===== src/shared/crs_map.svh =====
// Register offsets, limits and reset values for the clock, reset and supply block
// Behaviour
// Reset selects internal 16 MHz RC clock
// Software picks RC or external 4-26 MHz
// Clock failure falls back to RC, interrupts
// PLL raises system clock up to 168 MHz
// Prescalers keep AHB/APB at 168/84/42 MHz
// Audio synthesizer configured for 8-192 kHz rates; the code only stores AUDCFG as written, with no rate check
// Boot pins sampled, three boot sources
// Supervisor active only while strap high
// Option bytes load brownout level after power-on
// Held in reset below power-on or brownout
// Threshold detector interrupts on chosen edges
// External supervisor holds reset below 1.8 V
// Internal reset off disables POR, BOR, detector, battery
// Regulator runs with bypass strap low only
// Main mode in run, low-power in Stop
// Power-down regulator only in Standby
// Core reset pin resets core domain when bypassed
// Core reset pin low blocks debug under reset
// No Standby with regulator bypassed
// External supervisor drives core reset pin
// Sticky maskable flags for clock and supply events
`ifndef CRS_MAP_SVH
`define CRS_MAP_SVH
`define CRS_OFS_CLKCTRL 8'h00
`define CRS_OFS_PLLCFG 8'h04
`define CRS_OFS_PRESC 8'h08
`define CRS_OFS_AUDCFG 8'h0C
`define CRS_OFS_PWRCTRL 8'h10
`define CRS_OFS_IRQEN 8'h14
`define CRS_OFS_STATUS 8'h18
`define CRS_RC_MHZ 16
`define CRS_EXT_MIN_MHZ 4
`define CRS_EXT_MAX_MHZ 26
`define CRS_SYS_MAX_MHZ 168
`define CRS_AHB_MAX_MHZ 168
`define CRS_APB2_MAX_MHZ 84
`define CRS_APB1_MAX_MHZ 42
`define CRS_PLL_MULT_RST 9'h015
`endif


===== src/shared/crs_pkg.sv =====
// Types shared by the clock, reset and supply block
package crs_pkg;
    typedef enum logic [2:0] {PM_RUN = 3'h1, PM_STOP = 3'h2, PM_STBY = 3'h4} crs_pmode_type;
    typedef enum logic [1:0] {SRC_RC = 2'h0, SRC_EXT = 2'h1, SRC_PLL = 2'h2} crs_src_type;
    typedef enum logic [1:0] {REG_MAIN = 2'h0, REG_LOWPWR = 2'h1, REG_PDOWN = 2'h2, REG_OFF = 2'h3} crs_reg_type;
    typedef enum logic [1:0] {BOOT_FLASH = 2'h0, BOOT_SYSMEM = 2'h1, BOOT_SRAM = 2'h3} crs_boot_type;
    typedef struct packed {
        logic por_ok;
        logic [2:0] bor_ok;
        logic pvd_above;
        logic hse_fail;
        logic pll_lock;
        logic boot1;
        logic boot0;
        logic sup_strap;
        logic byp_strap;
        logic ext_rst_n;
        logic core_rst_n;
        logic wake;
    } crs_pins_type;
    typedef struct packed {
        logic pll_lost;
        logic supply_threshold_detector;
        logic css;
    } crs_flags_type;
    typedef struct packed {
        logic [26:0] rsv;
        logic css_en;
        logic pll_ext;
        logic pll_en;
        crs_src_type sys_src;
    } crs_clkctrl_type;
    typedef struct packed {
        logic [20:0] rsv;
        logic [1:0] pshift;
        logic [8:0] mult;
    } crs_pllcfg_type;
    typedef struct packed {
        logic [22:0] rsv;
        logic [2:0] apb1;
        logic [2:0] apb2;
        logic [2:0] ahb;
    } crs_presc_type;
    typedef struct packed {
        logic [18:0] rsv;
        logic en;
        logic [2:0] div;
        logic [8:0] mult;
    } crs_audcfg_type;
    typedef struct packed {
        logic [26:0] rsv;
        logic low_power_regulation_mode;
        logic standby;
        logic fall;
        logic rise;
        logic pvd_en;
    } crs_pwrctrl_type;
    typedef struct packed {
        logic [28:0] rsv;
        crs_flags_type en;
    } crs_irqen_type;
    typedef struct packed {
        logic [20:0] rsv;
        logic reg_byp;
        logic sup_on;
        logic [1:0] bor_lvl;
        crs_boot_type boot;
        logic pll_lock;
        logic pvd_above;
        crs_flags_type flags;
    } crs_status_type;
    typedef struct packed {
        crs_clkctrl_type clk;
        crs_pllcfg_type pll;
        crs_presc_type presc;
        crs_audcfg_type aud;
        crs_pwrctrl_type pwr;
        crs_irqen_type irq;
    } crs_cfg_type;
    typedef struct packed {
        crs_pins_type s1;
        crs_pins_type s2;
        crs_pins_type s3;
        crs_pins_type f;
        crs_pins_type fp;
        crs_cfg_type cfg;
        crs_flags_type flags;
        crs_pmode_type pmode;
        crs_reg_type regmode;
        crs_boot_type boot;
        logic [1:0] bor_lvl;
        logic hold;
        logic core_rst;
        logic batt;
        logic [31:0] prdata;
    } crs_state_type;
endpackage


===== src/verilog/crs_top.sv =====
// Clock source, reset holding and supply mode controller with APB registers
//
// The implementer's own choices: the address map and register access over APB.
`timescale 1ns/1ps
`include "crs_map.svh"
module crs_top #(
    parameter int HSE_MHZ = 8,
    parameter bit HAS_SUP_STRAP = 1'b1,
    parameter bit HAS_BYP_STRAP = 1'b1
) (
    input wire logic CLOCK,
    input wire logic SYS_RST,
    input wire logic PSEL,
    input wire logic PENABLE,
    input wire logic PWRITE,
    input wire logic [7:0] PADDR,
    input wire logic [31:0] PWDATA,
    output logic [31:0] PRDATA,
    output logic PREADY,
    output logic PSLVERR,
    input wire crs_pkg::crs_pins_type PIN_IN,
    input wire logic [1:0] OPT_BOR_LEVEL,
    input wire logic LP_ENTRY,
    output crs_pkg::crs_cfg_type CONFIG,
    output crs_pkg::crs_boot_type BOOT_SEL,
    output crs_pkg::crs_reg_type REGULATOR_MODE,
    output logic SYS_RESET_HOLD,
    output logic CORE_DOMAIN_RESET,
    output logic DEBUG_UNDER_RESET_OK,
    output logic BATTERY_BACKUP_EN,
    output logic CLOCKS_STOPPED,
    output logic CORE_POWER_OFF,
    output logic IRQ
);
    // External clock must stay inside the supported crystal range
    if (HSE_MHZ < `CRS_EXT_MIN_MHZ || HSE_MHZ > `CRS_EXT_MAX_MHZ) begin : g_hse_check
        $error("External clock rate out of range");
    end

    crs_pkg::crs_state_type s_q;
    crs_pkg::crs_state_type s_d;
    crs_pkg::crs_cfg_type cand;
    crs_pkg::crs_cfg_type cfg_rst;
    crs_pkg::crs_status_type st;
    crs_pkg::crs_status_type clr;
    crs_pkg::crs_boot_type boot_now;
    logic sup_on;
    logic byp;
    logic bor_fail;
    logic hold_now;
    logic access;
    logic hit;
    logic wr_ok;
    logic sts_wr;
    logic css_ev;
    logic pvd_ev;
    logic pll_ev;

    function automatic logic freq_ok(crs_pkg::crs_cfg_type c);
        int src;
        int sys;
        int ahb;
        src = c.clk.pll_ext ? HSE_MHZ : `CRS_RC_MHZ;
        sys = 0;
        case (c.clk.sys_src)
            crs_pkg::SRC_RC: sys = `CRS_RC_MHZ;
            crs_pkg::SRC_EXT: sys = HSE_MHZ;
            crs_pkg::SRC_PLL: sys = (src * int'(c.pll.mult)) >> (int'(c.pll.pshift) + 1);
            default: sys = `CRS_SYS_MAX_MHZ + 1;
        endcase
        ahb = sys >> c.presc.ahb;
        freq_ok = sys <= `CRS_SYS_MAX_MHZ && ahb <= `CRS_AHB_MAX_MHZ
            && (ahb >> c.presc.apb2) <= `CRS_APB2_MAX_MHZ
            && (ahb >> c.presc.apb1) <= `CRS_APB1_MAX_MHZ;
    endfunction

    // Supervisor gating follows the strap only where the package has it
    assign sup_on = !HAS_SUP_STRAP || s_q.f.sup_strap;
    assign byp = HAS_BYP_STRAP && s_q.f.byp_strap;
    assign bor_fail = sup_on && s_q.bor_lvl != 2'h0 && !s_q.f.bor_ok[s_q.bor_lvl - 2'h1];
    // With the supervisor off only the external reset pin holds the device
    assign hold_now = (sup_on && !s_q.f.por_ok) || bor_fail || !s_q.f.ext_rst_n;
    assign access = PSEL && PENABLE;
    assign boot_now = !s_q.f.boot0 ? crs_pkg::BOOT_FLASH :
        (s_q.f.boot1 ? crs_pkg::BOOT_SRAM : crs_pkg::BOOT_SYSMEM);
    assign css_ev = s_q.cfg.clk.css_en && s_q.f.hse_fail && !s_q.fp.hse_fail
        && (s_q.cfg.clk.sys_src == crs_pkg::SRC_EXT
        || (s_q.cfg.clk.sys_src == crs_pkg::SRC_PLL && s_q.cfg.clk.pll_ext));
    assign pvd_ev = sup_on && s_q.cfg.pwr.pvd_en
        && ((s_q.cfg.pwr.rise && s_q.f.pvd_above && !s_q.fp.pvd_above)
        || (s_q.cfg.pwr.fall && !s_q.f.pvd_above && s_q.fp.pvd_above));
    assign pll_ev = s_q.cfg.clk.pll_en && s_q.fp.pll_lock && !s_q.f.pll_lock;
    assign sts_wr = access && PWRITE && PADDR == `CRS_OFS_STATUS;

    always_comb begin
        cfg_rst = '0;
        cfg_rst.pll.mult = `CRS_PLL_MULT_RST;
        clr = crs_pkg::crs_status_type'(PWDATA);
        cand = s_q.cfg;
        hit = 1'b1;
        case (PADDR)
            `CRS_OFS_CLKCTRL: begin
                cand.clk = crs_pkg::crs_clkctrl_type'(PWDATA);
                cand.clk.rsv = '0;
            end
            `CRS_OFS_PLLCFG: begin
                cand.pll = crs_pkg::crs_pllcfg_type'(PWDATA);
                cand.pll.rsv = '0;
            end
            `CRS_OFS_PRESC: begin
                cand.presc = crs_pkg::crs_presc_type'(PWDATA);
                cand.presc.rsv = '0;
            end
            `CRS_OFS_AUDCFG: begin
                cand.aud = crs_pkg::crs_audcfg_type'(PWDATA);
                cand.aud.rsv = '0;
            end
            `CRS_OFS_PWRCTRL: begin
                cand.pwr = crs_pkg::crs_pwrctrl_type'(PWDATA);
                cand.pwr.rsv = '0;
            end
            `CRS_OFS_IRQEN: begin
                cand.irq = crs_pkg::crs_irqen_type'(PWDATA);
                cand.irq.rsv = '0;
            end
            `CRS_OFS_STATUS: ;
            default: hit = 1'b0;
        endcase
        // Refuse a source that is failed or not locked, and any rate over limit
        wr_ok = freq_ok(cand)
            && !(cand.clk.sys_src == crs_pkg::SRC_EXT && s_q.f.hse_fail)
            && !(cand.clk.sys_src == crs_pkg::SRC_PLL && !(cand.clk.pll_en && s_q.f.pll_lock));
        st = '0;
        st.flags = s_q.flags;
        st.pvd_above = s_q.f.pvd_above;
        st.pll_lock = s_q.f.pll_lock;
        st.boot = s_q.boot;
        st.bor_lvl = s_q.bor_lvl;
        st.sup_on = sup_on;
        st.reg_byp = byp;

        s_d = s_q;
        s_d.s1 = PIN_IN;
        s_d.s2 = s_q.s1;
        s_d.s3 = s_q.s2;
        // A pin change is taken only once stages two and three agree
        s_d.f = crs_pkg::crs_pins_type'((~(s_q.s2 ^ s_q.s3) & s_q.s3) | ((s_q.s2 ^ s_q.s3) & s_q.f));
        s_d.fp = s_q.f;

        if (PSEL && !PENABLE) begin
            case (PADDR)
                `CRS_OFS_CLKCTRL: s_d.prdata = s_q.cfg.clk;
                `CRS_OFS_PLLCFG: s_d.prdata = s_q.cfg.pll;
                `CRS_OFS_PRESC: s_d.prdata = s_q.cfg.presc;
                `CRS_OFS_AUDCFG: s_d.prdata = s_q.cfg.aud;
                `CRS_OFS_PWRCTRL: s_d.prdata = s_q.cfg.pwr;
                `CRS_OFS_IRQEN: s_d.prdata = s_q.cfg.irq;
                `CRS_OFS_STATUS: s_d.prdata = st;
                default: s_d.prdata = '0;
            endcase
        end
        if (access && PWRITE && hit && PADDR != `CRS_OFS_STATUS && wr_ok) begin
            s_d.cfg = cand;
        end
        if (sts_wr) begin
            s_d.flags = crs_pkg::crs_flags_type'(s_q.flags & ~clr.flags);
        end

        // Hardware fallback overrides a write landing in the same cycle
        if (css_ev) begin
            s_d.cfg.clk.sys_src = crs_pkg::SRC_RC;
            s_d.flags.css = 1'b1;
        end
        if (pll_ev) begin
            s_d.flags.pll_lost = 1'b1;
            if (s_q.cfg.clk.sys_src == crs_pkg::SRC_PLL) begin
                s_d.cfg.clk.sys_src = crs_pkg::SRC_RC;
            end
        end
        if (pvd_ev) begin
            s_d.flags.supply_threshold_detector = 1'b1;
        end

        // Option bytes are read once the power-on threshold is passed
        if (!sup_on) begin
            s_d.bor_lvl = 2'h0;
        end else if (s_q.f.por_ok && !s_q.fp.por_ok) begin
            s_d.bor_lvl = OPT_BOR_LEVEL;
        end

        unique case (s_q.pmode)
            crs_pkg::PM_RUN: begin
                if (LP_ENTRY) begin
                    s_d.pmode = (s_q.cfg.pwr.standby && !byp) ? crs_pkg::PM_STBY : crs_pkg::PM_STOP;
                end
            end
            crs_pkg::PM_STOP: begin
                if (s_q.f.wake) begin
                    // Oscillators were off, so restart on the RC clock
                    s_d.pmode = crs_pkg::PM_RUN;
                    s_d.cfg.clk.sys_src = crs_pkg::SRC_RC;
                end
            end
            crs_pkg::PM_STBY: begin
                if (s_q.f.wake) begin
                    // Core domain lost power: contents come back at defaults
                    s_d.pmode = crs_pkg::PM_RUN;
                    s_d.cfg = cfg_rst;
                    s_d.flags = '0;
                    s_d.boot = boot_now;
                end
            end
        endcase

        s_d.hold = hold_now;
        if (hold_now) begin
            s_d.cfg = cfg_rst;
            s_d.flags = '0;
            s_d.pmode = crs_pkg::PM_RUN;
        end else if (s_q.hold) begin
            s_d.boot = boot_now;
        end

        if (byp) begin
            s_d.regmode = crs_pkg::REG_OFF;
        end else if (s_d.pmode == crs_pkg::PM_STBY) begin
            s_d.regmode = crs_pkg::REG_PDOWN;
        end else if (s_d.pmode == crs_pkg::PM_STOP && s_q.cfg.pwr.low_power_regulation_mode) begin
            s_d.regmode = crs_pkg::REG_LOWPWR;
        end else begin
            s_d.regmode = crs_pkg::REG_MAIN;
        end
        s_d.core_rst = byp && !s_q.f.core_rst_n;
        s_d.batt = sup_on;
    end

    always_ff @(posedge CLOCK or posedge SYS_RST) begin
        if (SYS_RST) begin
            s_q <= '0;
            s_q.cfg.pll.mult <= `CRS_PLL_MULT_RST;
            s_q.pmode <= crs_pkg::PM_RUN;
            s_q.hold <= 1'b1;
        end else begin
            s_q <= s_d;
        end
    end

    assign PRDATA = s_q.prdata;
    assign PREADY = 1'b1;
    // Refusal is judged at the access edge, where the write would land
    assign PSLVERR = access && (!hit || (PWRITE && PADDR != `CRS_OFS_STATUS && !wr_ok));
    assign CONFIG = s_q.cfg;
    assign BOOT_SEL = s_q.boot;
    assign REGULATOR_MODE = s_q.regmode;
    assign SYS_RESET_HOLD = s_q.hold;
    assign CORE_DOMAIN_RESET = s_q.core_rst;
    assign DEBUG_UNDER_RESET_OK = !s_q.core_rst;
    assign BATTERY_BACKUP_EN = s_q.batt;
    assign CLOCKS_STOPPED = s_q.pmode != crs_pkg::PM_RUN;
    assign CORE_POWER_OFF = s_q.pmode == crs_pkg::PM_STBY;
    assign IRQ = |(s_q.flags & s_q.cfg.irq.en);
endmodule


===== config.mk =====
export PLATFORM = sky130hd
export DESIGN_NAME = crs_top
export DESIGN_NICKNAME = d
export VERILOG_FILES = /design/src/shared/crs_pkg.sv /design/src/verilog/crs_top.sv
export VERILOG_INCLUDE_DIRS = /design/src /design/src/shared
export SDC_FILE = /design/constraint.sdc
export NUM_CORES = 1
export LEC_CHECK = 0
export ABC_AREA = 1
export BUFFER_PORTS_ARGS = -buffer_cell sky130_fd_sc_hd__buf_2
export CAP_MARGIN = 20
export CELL_PAD_IN_SITES_DETAIL_PLACEMENT = 1
export CELL_PAD_IN_SITES_GLOBAL_PLACEMENT = 2
export CORE_MARGIN = 2
export CORE_UTILIZATION = 35
export DETAILED_ROUTE_END_ITERATION = 8
export GPL_ROUTABILITY_DRIVEN = 1
export HOLD_SLACK_MARGIN = 0.05
export PLACE_DENSITY_LB_ADDON = 0.3
export SETUP_SLACK_MARGIN = 0.4
export SLEW_MARGIN = 25
export SYNTH_ARGS = -nofsm -noshare
export SYNTH_HDL_FRONTEND = slang
export SYNTH_SLANG_ARGS = --single-unit

===== constraint.sdc =====
create_clock -name CLOCK -period 19.68 [get_ports CLOCK]
set_clock_uncertainty 0.05 [all_clocks]
set_input_delay 3.936 -clock CLOCK [delete_from_list [all_inputs] [get_ports CLOCK]]
set_output_delay 3.936 -clock CLOCK [all_outputs]
set_load 0.005 [all_outputs]

Yosys cells after proc, flatten, opt, wreduce, memory -nomap -nowiden
Cells that the tools add are included.

word-level totals
  logic and storage cells = 232
  input port bits = 62
  output and inout port bits = 237
  bits in registers = 299

cells by class
  mux-type cells = 41
  bitwise operators = 8
  equality and inequality tests = 18
  reduce and logical (&&, ||, !) cells = 64
  $lt $le $gt $ge = 5
  $add $sub $neg = 2
  multipliers = 1
  shifts and indexed selects = 4

operators by type and width
  operator               count
  $mux W198              2
  $pmux W32 S7           1
  $mux W192              1
  $mux W32               6
  $mux W163              1
  $pmux W32 S3           1
  $shr A32 B3 Y32        3
  $le A32 B9 Y1 const B  2
  $logic_and A1 B1 Y1    37
  $le A32 B7 Y1 const B  1
  $le A32 B8 Y1 const B  1
  $shr A14 B3 Y32        1
  $mux W30               1
  $and A14 B14 Y14       2
  $mux W2                14
  $eq A8 B5 Y1 const B   3
  $logic_not A1 Y1       17
  $eq A8 B4 Y1 const B   2
  $mul A5 B9 Y14         1
  $not A14 Y14           1
  $or A14 B14 Y14        1
  $xor A14 B14 Y14       1
  $mux W3                4
  $pmux W3 S3            1
  24 further kinds       38

Logic depth before layout (Yosys ltp)
  depth in word-level cells = 26
  mapped depth = 41
  gate-level depth less buffers = 38

Least setup slack after synthesis
Ideal clock, no wire load.

  path type = input to output
  start = input port PADDR[3]
  end = output port PSLVERR
  data arrival time = 7686 ps
  stages = 30
  buffers on the path = 2
  slack = 8008 ps
  cell sequence = inv_1 nand2_1 nor2_4 nand2_4 clkbuf_1 clkbuf_1 nand2_1 o21ai_0 nand2_1 o21ai_0 ha_1 ha_1 ha_1 xnor2_1 nand2_1 nand2_1 nand2_1 nand3_1 nand3_1 nand3_1 nand3_1 nand3_1 nand3_1 nand2_1 nor2_1 nand3_1 a21oi_4 nand2_1 nand3_1 a21oi_1

between the ends
  longest elaborated chain between the ends = 17
  elaborated cells between the ends (all ways) = 45

RTL lines
  item                                                                          RTL line        text
  start: declaration                                                            crs_top.sv:16   input wire logic [7:0] PADDR,
  $logic_not A8 Y1                                                              crs_top.sv:101  case (PADDR)
  $mux W32                                                                      crs_top.sv:101
  $mux W5 (no source line)                                                      --
  $mul A5 B9 Y14                                                                crs_top.sv:68   crs_pkg::SRC_PLL: sys = (src * int'(c.pll.mult)) >> (int'(c.pll.pshift) + 1);
  $shr A14 B3 Y32                                                               crs_top.sv:68
  $pmux W32 S3                                                                  crs_top.sv:65   case (c.clk.sys_src)
  $shr A32 B3 Y32                                                               crs_top.sv:71   ahb = sys >> c.presc.ahb;
  $shr A32 B3 Y32 / $le A32 B9 Y1 (equally long branches)                       --
  $le A32 B8 Y1 (no source line) / $logic_and A1 B1 Y1 (equally long branches)  --
  $logic_and A1 B1 Y1 (no source line) (2 in series)                            --
  $logic_and A1 B1 Y1                                                           crs_top.sv:131  && !(cand.clk.sys_src == crs_pkg::SRC_EXT && s_q.f.hse_fail)
  $logic_and A1 B1 Y1                                                           crs_top.sv:132  && !(cand.clk.sys_src == crs_pkg::SRC_PLL && !(cand.clk.pll_en && s_q.f.pll_lock));
  $logic_not A1 Y1                                                              crs_top.sv:251  assign PSLVERR = access && (!hit || (PWRITE && PADDR != `CRS_OFS_STATUS && !wr_ok));
  $logic_and A1 B1 Y1                                                           crs_top.sv:251
  $logic_or A1 B1 Y1 *                                                          crs_top.sv:251
  $logic_and A1 B1 Y1 *                                                         crs_top.sv:251
  end: declaration                                                              crs_top.sv:20   output logic PSLVERR,

Mark *: on every way between the ends. The rest lies on a longest branch, timed or not.

Worst setup path after layout
  start = input port PADDR[1]
  end = output port PSLVERR

The elaborated chain is that of the path after synthesis.

==> flow_metrics.py <==
metrics = {
    "setup_path": {
        "critPathKind": "input port to output pin",
        "r2r_cells": 26,
        "worstPathArrival_ps": 9090,
        "start_kind": "input port",
        "end_kind": "output pin",
        "critPathMaxStageDelay_ps": 420,
        "critPathLaunch": "PADDR[1]",
        "crit_top_cell": "nand3_1",
        "reg2reg_from": "CONFIG[163]",
        "timing.rr.end": "CONFIG[186]",
        "crit_required_ps": 15690,
        "path_max_fanout": 27,
        "crit_slowest_cell": "buf_4",
        "r2r_slack_ps": 13840,
    },
    "sta": {
        "min_period_ps": 13070,
        "fmax_mhz": 76.5,
        "setup_tns_ps": 0,
        "slew_headroom_pct": 24.0,
        "layout_setup_ws_ps": 6610,
        "rsz0062_at_grt": "no",
        "tightest_slew_ps": 1110,
        "setup_viol_count_final": 0,
        "fin_crit_sh_pct": 66.4,
        "hold_ws_ps": 297,
        "drv_slew": 0,
        "final_hold_viol_count": 0,
    },
    "clocking": {
        "ctsHoldBuffers": 0,
        "clockBufferDepth": 3,
        "cts-root-buf": "clkbuf_16",
        "cts.clk_slew.worst_paths_ps": 60,
        "post_cts_resized": 0,
        "cts_tree": "yes",
        "h-tree-depth": 2,
        "clock_sinks": 299,
        "clkLatencyLatePin_ps": 560,
        "post-cts-setup-buffer-count": 0,
        "cts_made_buffers": 36,
    },
    "floorplan": {
        "start_util_pct": 35.5,
        "boundaryPins": 299,
        "die_w_um": 219,
        "die_h_um": 219,
        "dieArea_um2": 47900,
        "core_um2": 45500,
        "num_rows": 78,
    },
    "routing": {
        "first_pass_iters": 4,
        "drc": 0,
        "viasPerCell": 4.98,
        "vias": 13200,
        "wirelength_um": 55600,
        "ant_nets": 0,
        "wl_per_cell_um": 20.9,
        "drtIter0Drc": 582,
    },
    "yosys": {
        "synth_warnings": 0,
        "ys_seq_area_share_pct": 46.4,
        "avgSynthCellArea_um2": 8.08,
        "ys_types": 50,
        "syn_area_um2": 16200,
        "synth-seq-cells": 299,
        "async_reset_ff_share_pct": 100,
        "synthFlopType": "dfrtp_1",
        "synth-edff-count": 0,
        "syn_inst": 1999,
    },
    "layout": {
        "nets": 2111,
        "layoutNonFillerInstCount": 2657,
        "fillCellCount": 5598,
        "final_util_pct": 38.8,
        "area_delta_synth_final_pct": 9.09,
        "final_layout_size_suffix_gt1_share_pct": 20.5,
    },
    "min_path": {
        "min_path_cells": 0,
        "hp-class": "register to register",
        "worstHoldStart": "s_d[292]",
        "min_to": "s_d[278]",
    },
    "placement": {
        "dp_hpwl_um": 40000,
        "preCtsSetupSlack_ps": 6570,
        "gp_congestion": 0.843,
        "io_buffers": 278,
        "placed_cells": 2590,
    },
    "global_route": {
        "grt.overflow.total": 0,
        "grt_pass1_wl_um": 84900,
        "track_usage_pct": 23.4,
        "first_global_vias": 13800,
        "grt_start_max_net_pins": 130,
        "antenna_found_initial": 3,
    },
    "pwr": {
        "ir_drop_mv": 0.0635,
        "power_leakage_nw": 9.38,
        "p_per_area_nw_per_um2": 80.3,
    },
    "outcome": {
        "outcome": "completed",
    },
    "run": {
        "drv_cap": 0,
    },
}
[cell usage in the layout, fill, tap and decap left out, types with 6 or more instances in the layout]
cell	count
nand2_1	460
dfrtp_1	294
buf_2	278
nor2_1	213
inv_1	184
nand3_1	164
nor3_1	61
a21oi_1	49
o21ai_0	47
o22ai_1	41
clkbuf_16	37
mux2_2	25
nand4_1	23
ha_1	19
buf_4	15
maj3_1	14
inv_2	9
conb_1	9
clkinv_2	8
o21ai_1	8
a221oi_1	8
clkbuf_1	7
nand2_2	6
o221ai_1	6
clkbuf_8	6
[critical path: cells and delay by family]
kind,cells,cell delay (ps)
AO/OA/AOI/OAI,3,550
XOR/XNOR,1,180
adder cells (fa/ha/maj),3,960
buffers and inverters,3,660
AND/OR/NAND/NOR,19,2770
[cells in the mapped netlist, types with 2 or more instances]
master	number	area, um^2
nand2_1	461	1730
dfrtp_1	294	7360
buf_4	230	1730
nor2_1	214	803
inv_1	186	698
nand3_1	164	821
nor3_1	61	305
clkbuf_1	50	188
a21oi_1	49	245
o21ai_0	47	235
o22ai_1	41	257
mux2_2	25	282
nand4_1	23	144
buf_2	21	105
ha_1	19	238
maj3_1	14	140
inv_2	9	33.8
a221oi_1	8	70.1
o21ai_1	8	40.0
o221ai_1	6	52.6
dfstp_2	5	131
nand2_2	5	31.3
nor2_2	5	31.3
o21ai_2	5	43.8
o41ai_1	5	43.8
buf_1	4	15.0
buf_6	4	45.0
nor2_4	4	45.0
o211ai_1	4	30.0
clkinv_1	2	7.51
conb_1	2	7.51
fa_1	2	40.0
nand2_4	2	22.5
nor4_1	2	12.5
o21bai_1	2	15.0
o31ai_1	2	15.0
[kinds of logic after synthesis]
group,share of synthesized area (%)
flops,46.4
xor+xnor,0.0542
simple gates,24.8
buf+inv,17.5
fa+ha+maj,2.59
compound gates,6.93
other cells,0.0465
mux,1.74
[worst max-delay path by stage]
stage | end | slack (ps) | cells past startpoint
global route | PSLVERR | 6040 | 29
CTS | PSLVERR | 6560 | 29
finish | PSLVERR | 6610 | 29
detailed placement | PSLVERR | 6570 | 29
global placement | PSLVERR | 6620 | 29
floorplan | BATTERY_BACKUP_EN | 7440 | 1
[state kept, by name (all words and copies together), names as in the netlist, named ones only]
signal	flops
CONFIG	192
PRDATA	32
s_d	28
s_q	26
BOOT_SEL	2
REGULATOR_MODE	2
BATTERY_BACKUP_EN	1
CORE_DOMAIN_RESET	1
SYS_RESET_HOLD	1
[area by class of cell]
class,instances,area [um^2],area share (%)
diodes,3,7.51,0.0426
clock buffers,50,1030,5.87
clock inverters,14,193,1.09
inverters,198,761,4.32
multi-input cells,1200,5890,33.4
flip-flops and latches,299,7490,42.5
well taps,600,751,4.26
repair buffers,293,1500,8.53
[metrics by stage]
| stage | power, W | area (um^2) |
|---|---|---|
| 2_1_floorplan | 0.000697 | 16200 |
| 3_5_place_dp | 0.000731 | 16400 |
| 5_1_grt | 0.00147 | 17600 |
| 6_report | 0.00142 | 17600 |
| 3_3_place_gp | 0.000729 | 16400 |
| 4_1_cts | 0.00143 | 17600 |
[power by group]
| group | switching (W) | internal (W) |
|---|---|---|
| clock | 0.000285 | 0.000411 |
| sequential | 0.00000724 | 0.000627 |
| combinational | 0.0000653 | 0.0000198 |
[routing by layer]
| layer | track usage (%) | wire, um | up-vias |
|---|---|---|---|
| met5 | 0 | 0 | - |
| met4 | 7.12 | 1610 | 0 |
| met3 | 6.22 | 3580 | 60 |
| met2 | 39.2 | 26500 | 295 |
| met1 | 29.6 | 23900 | 6635 |
| li1 | - | - | 6235 |
(Power assumes the default switching activity.)
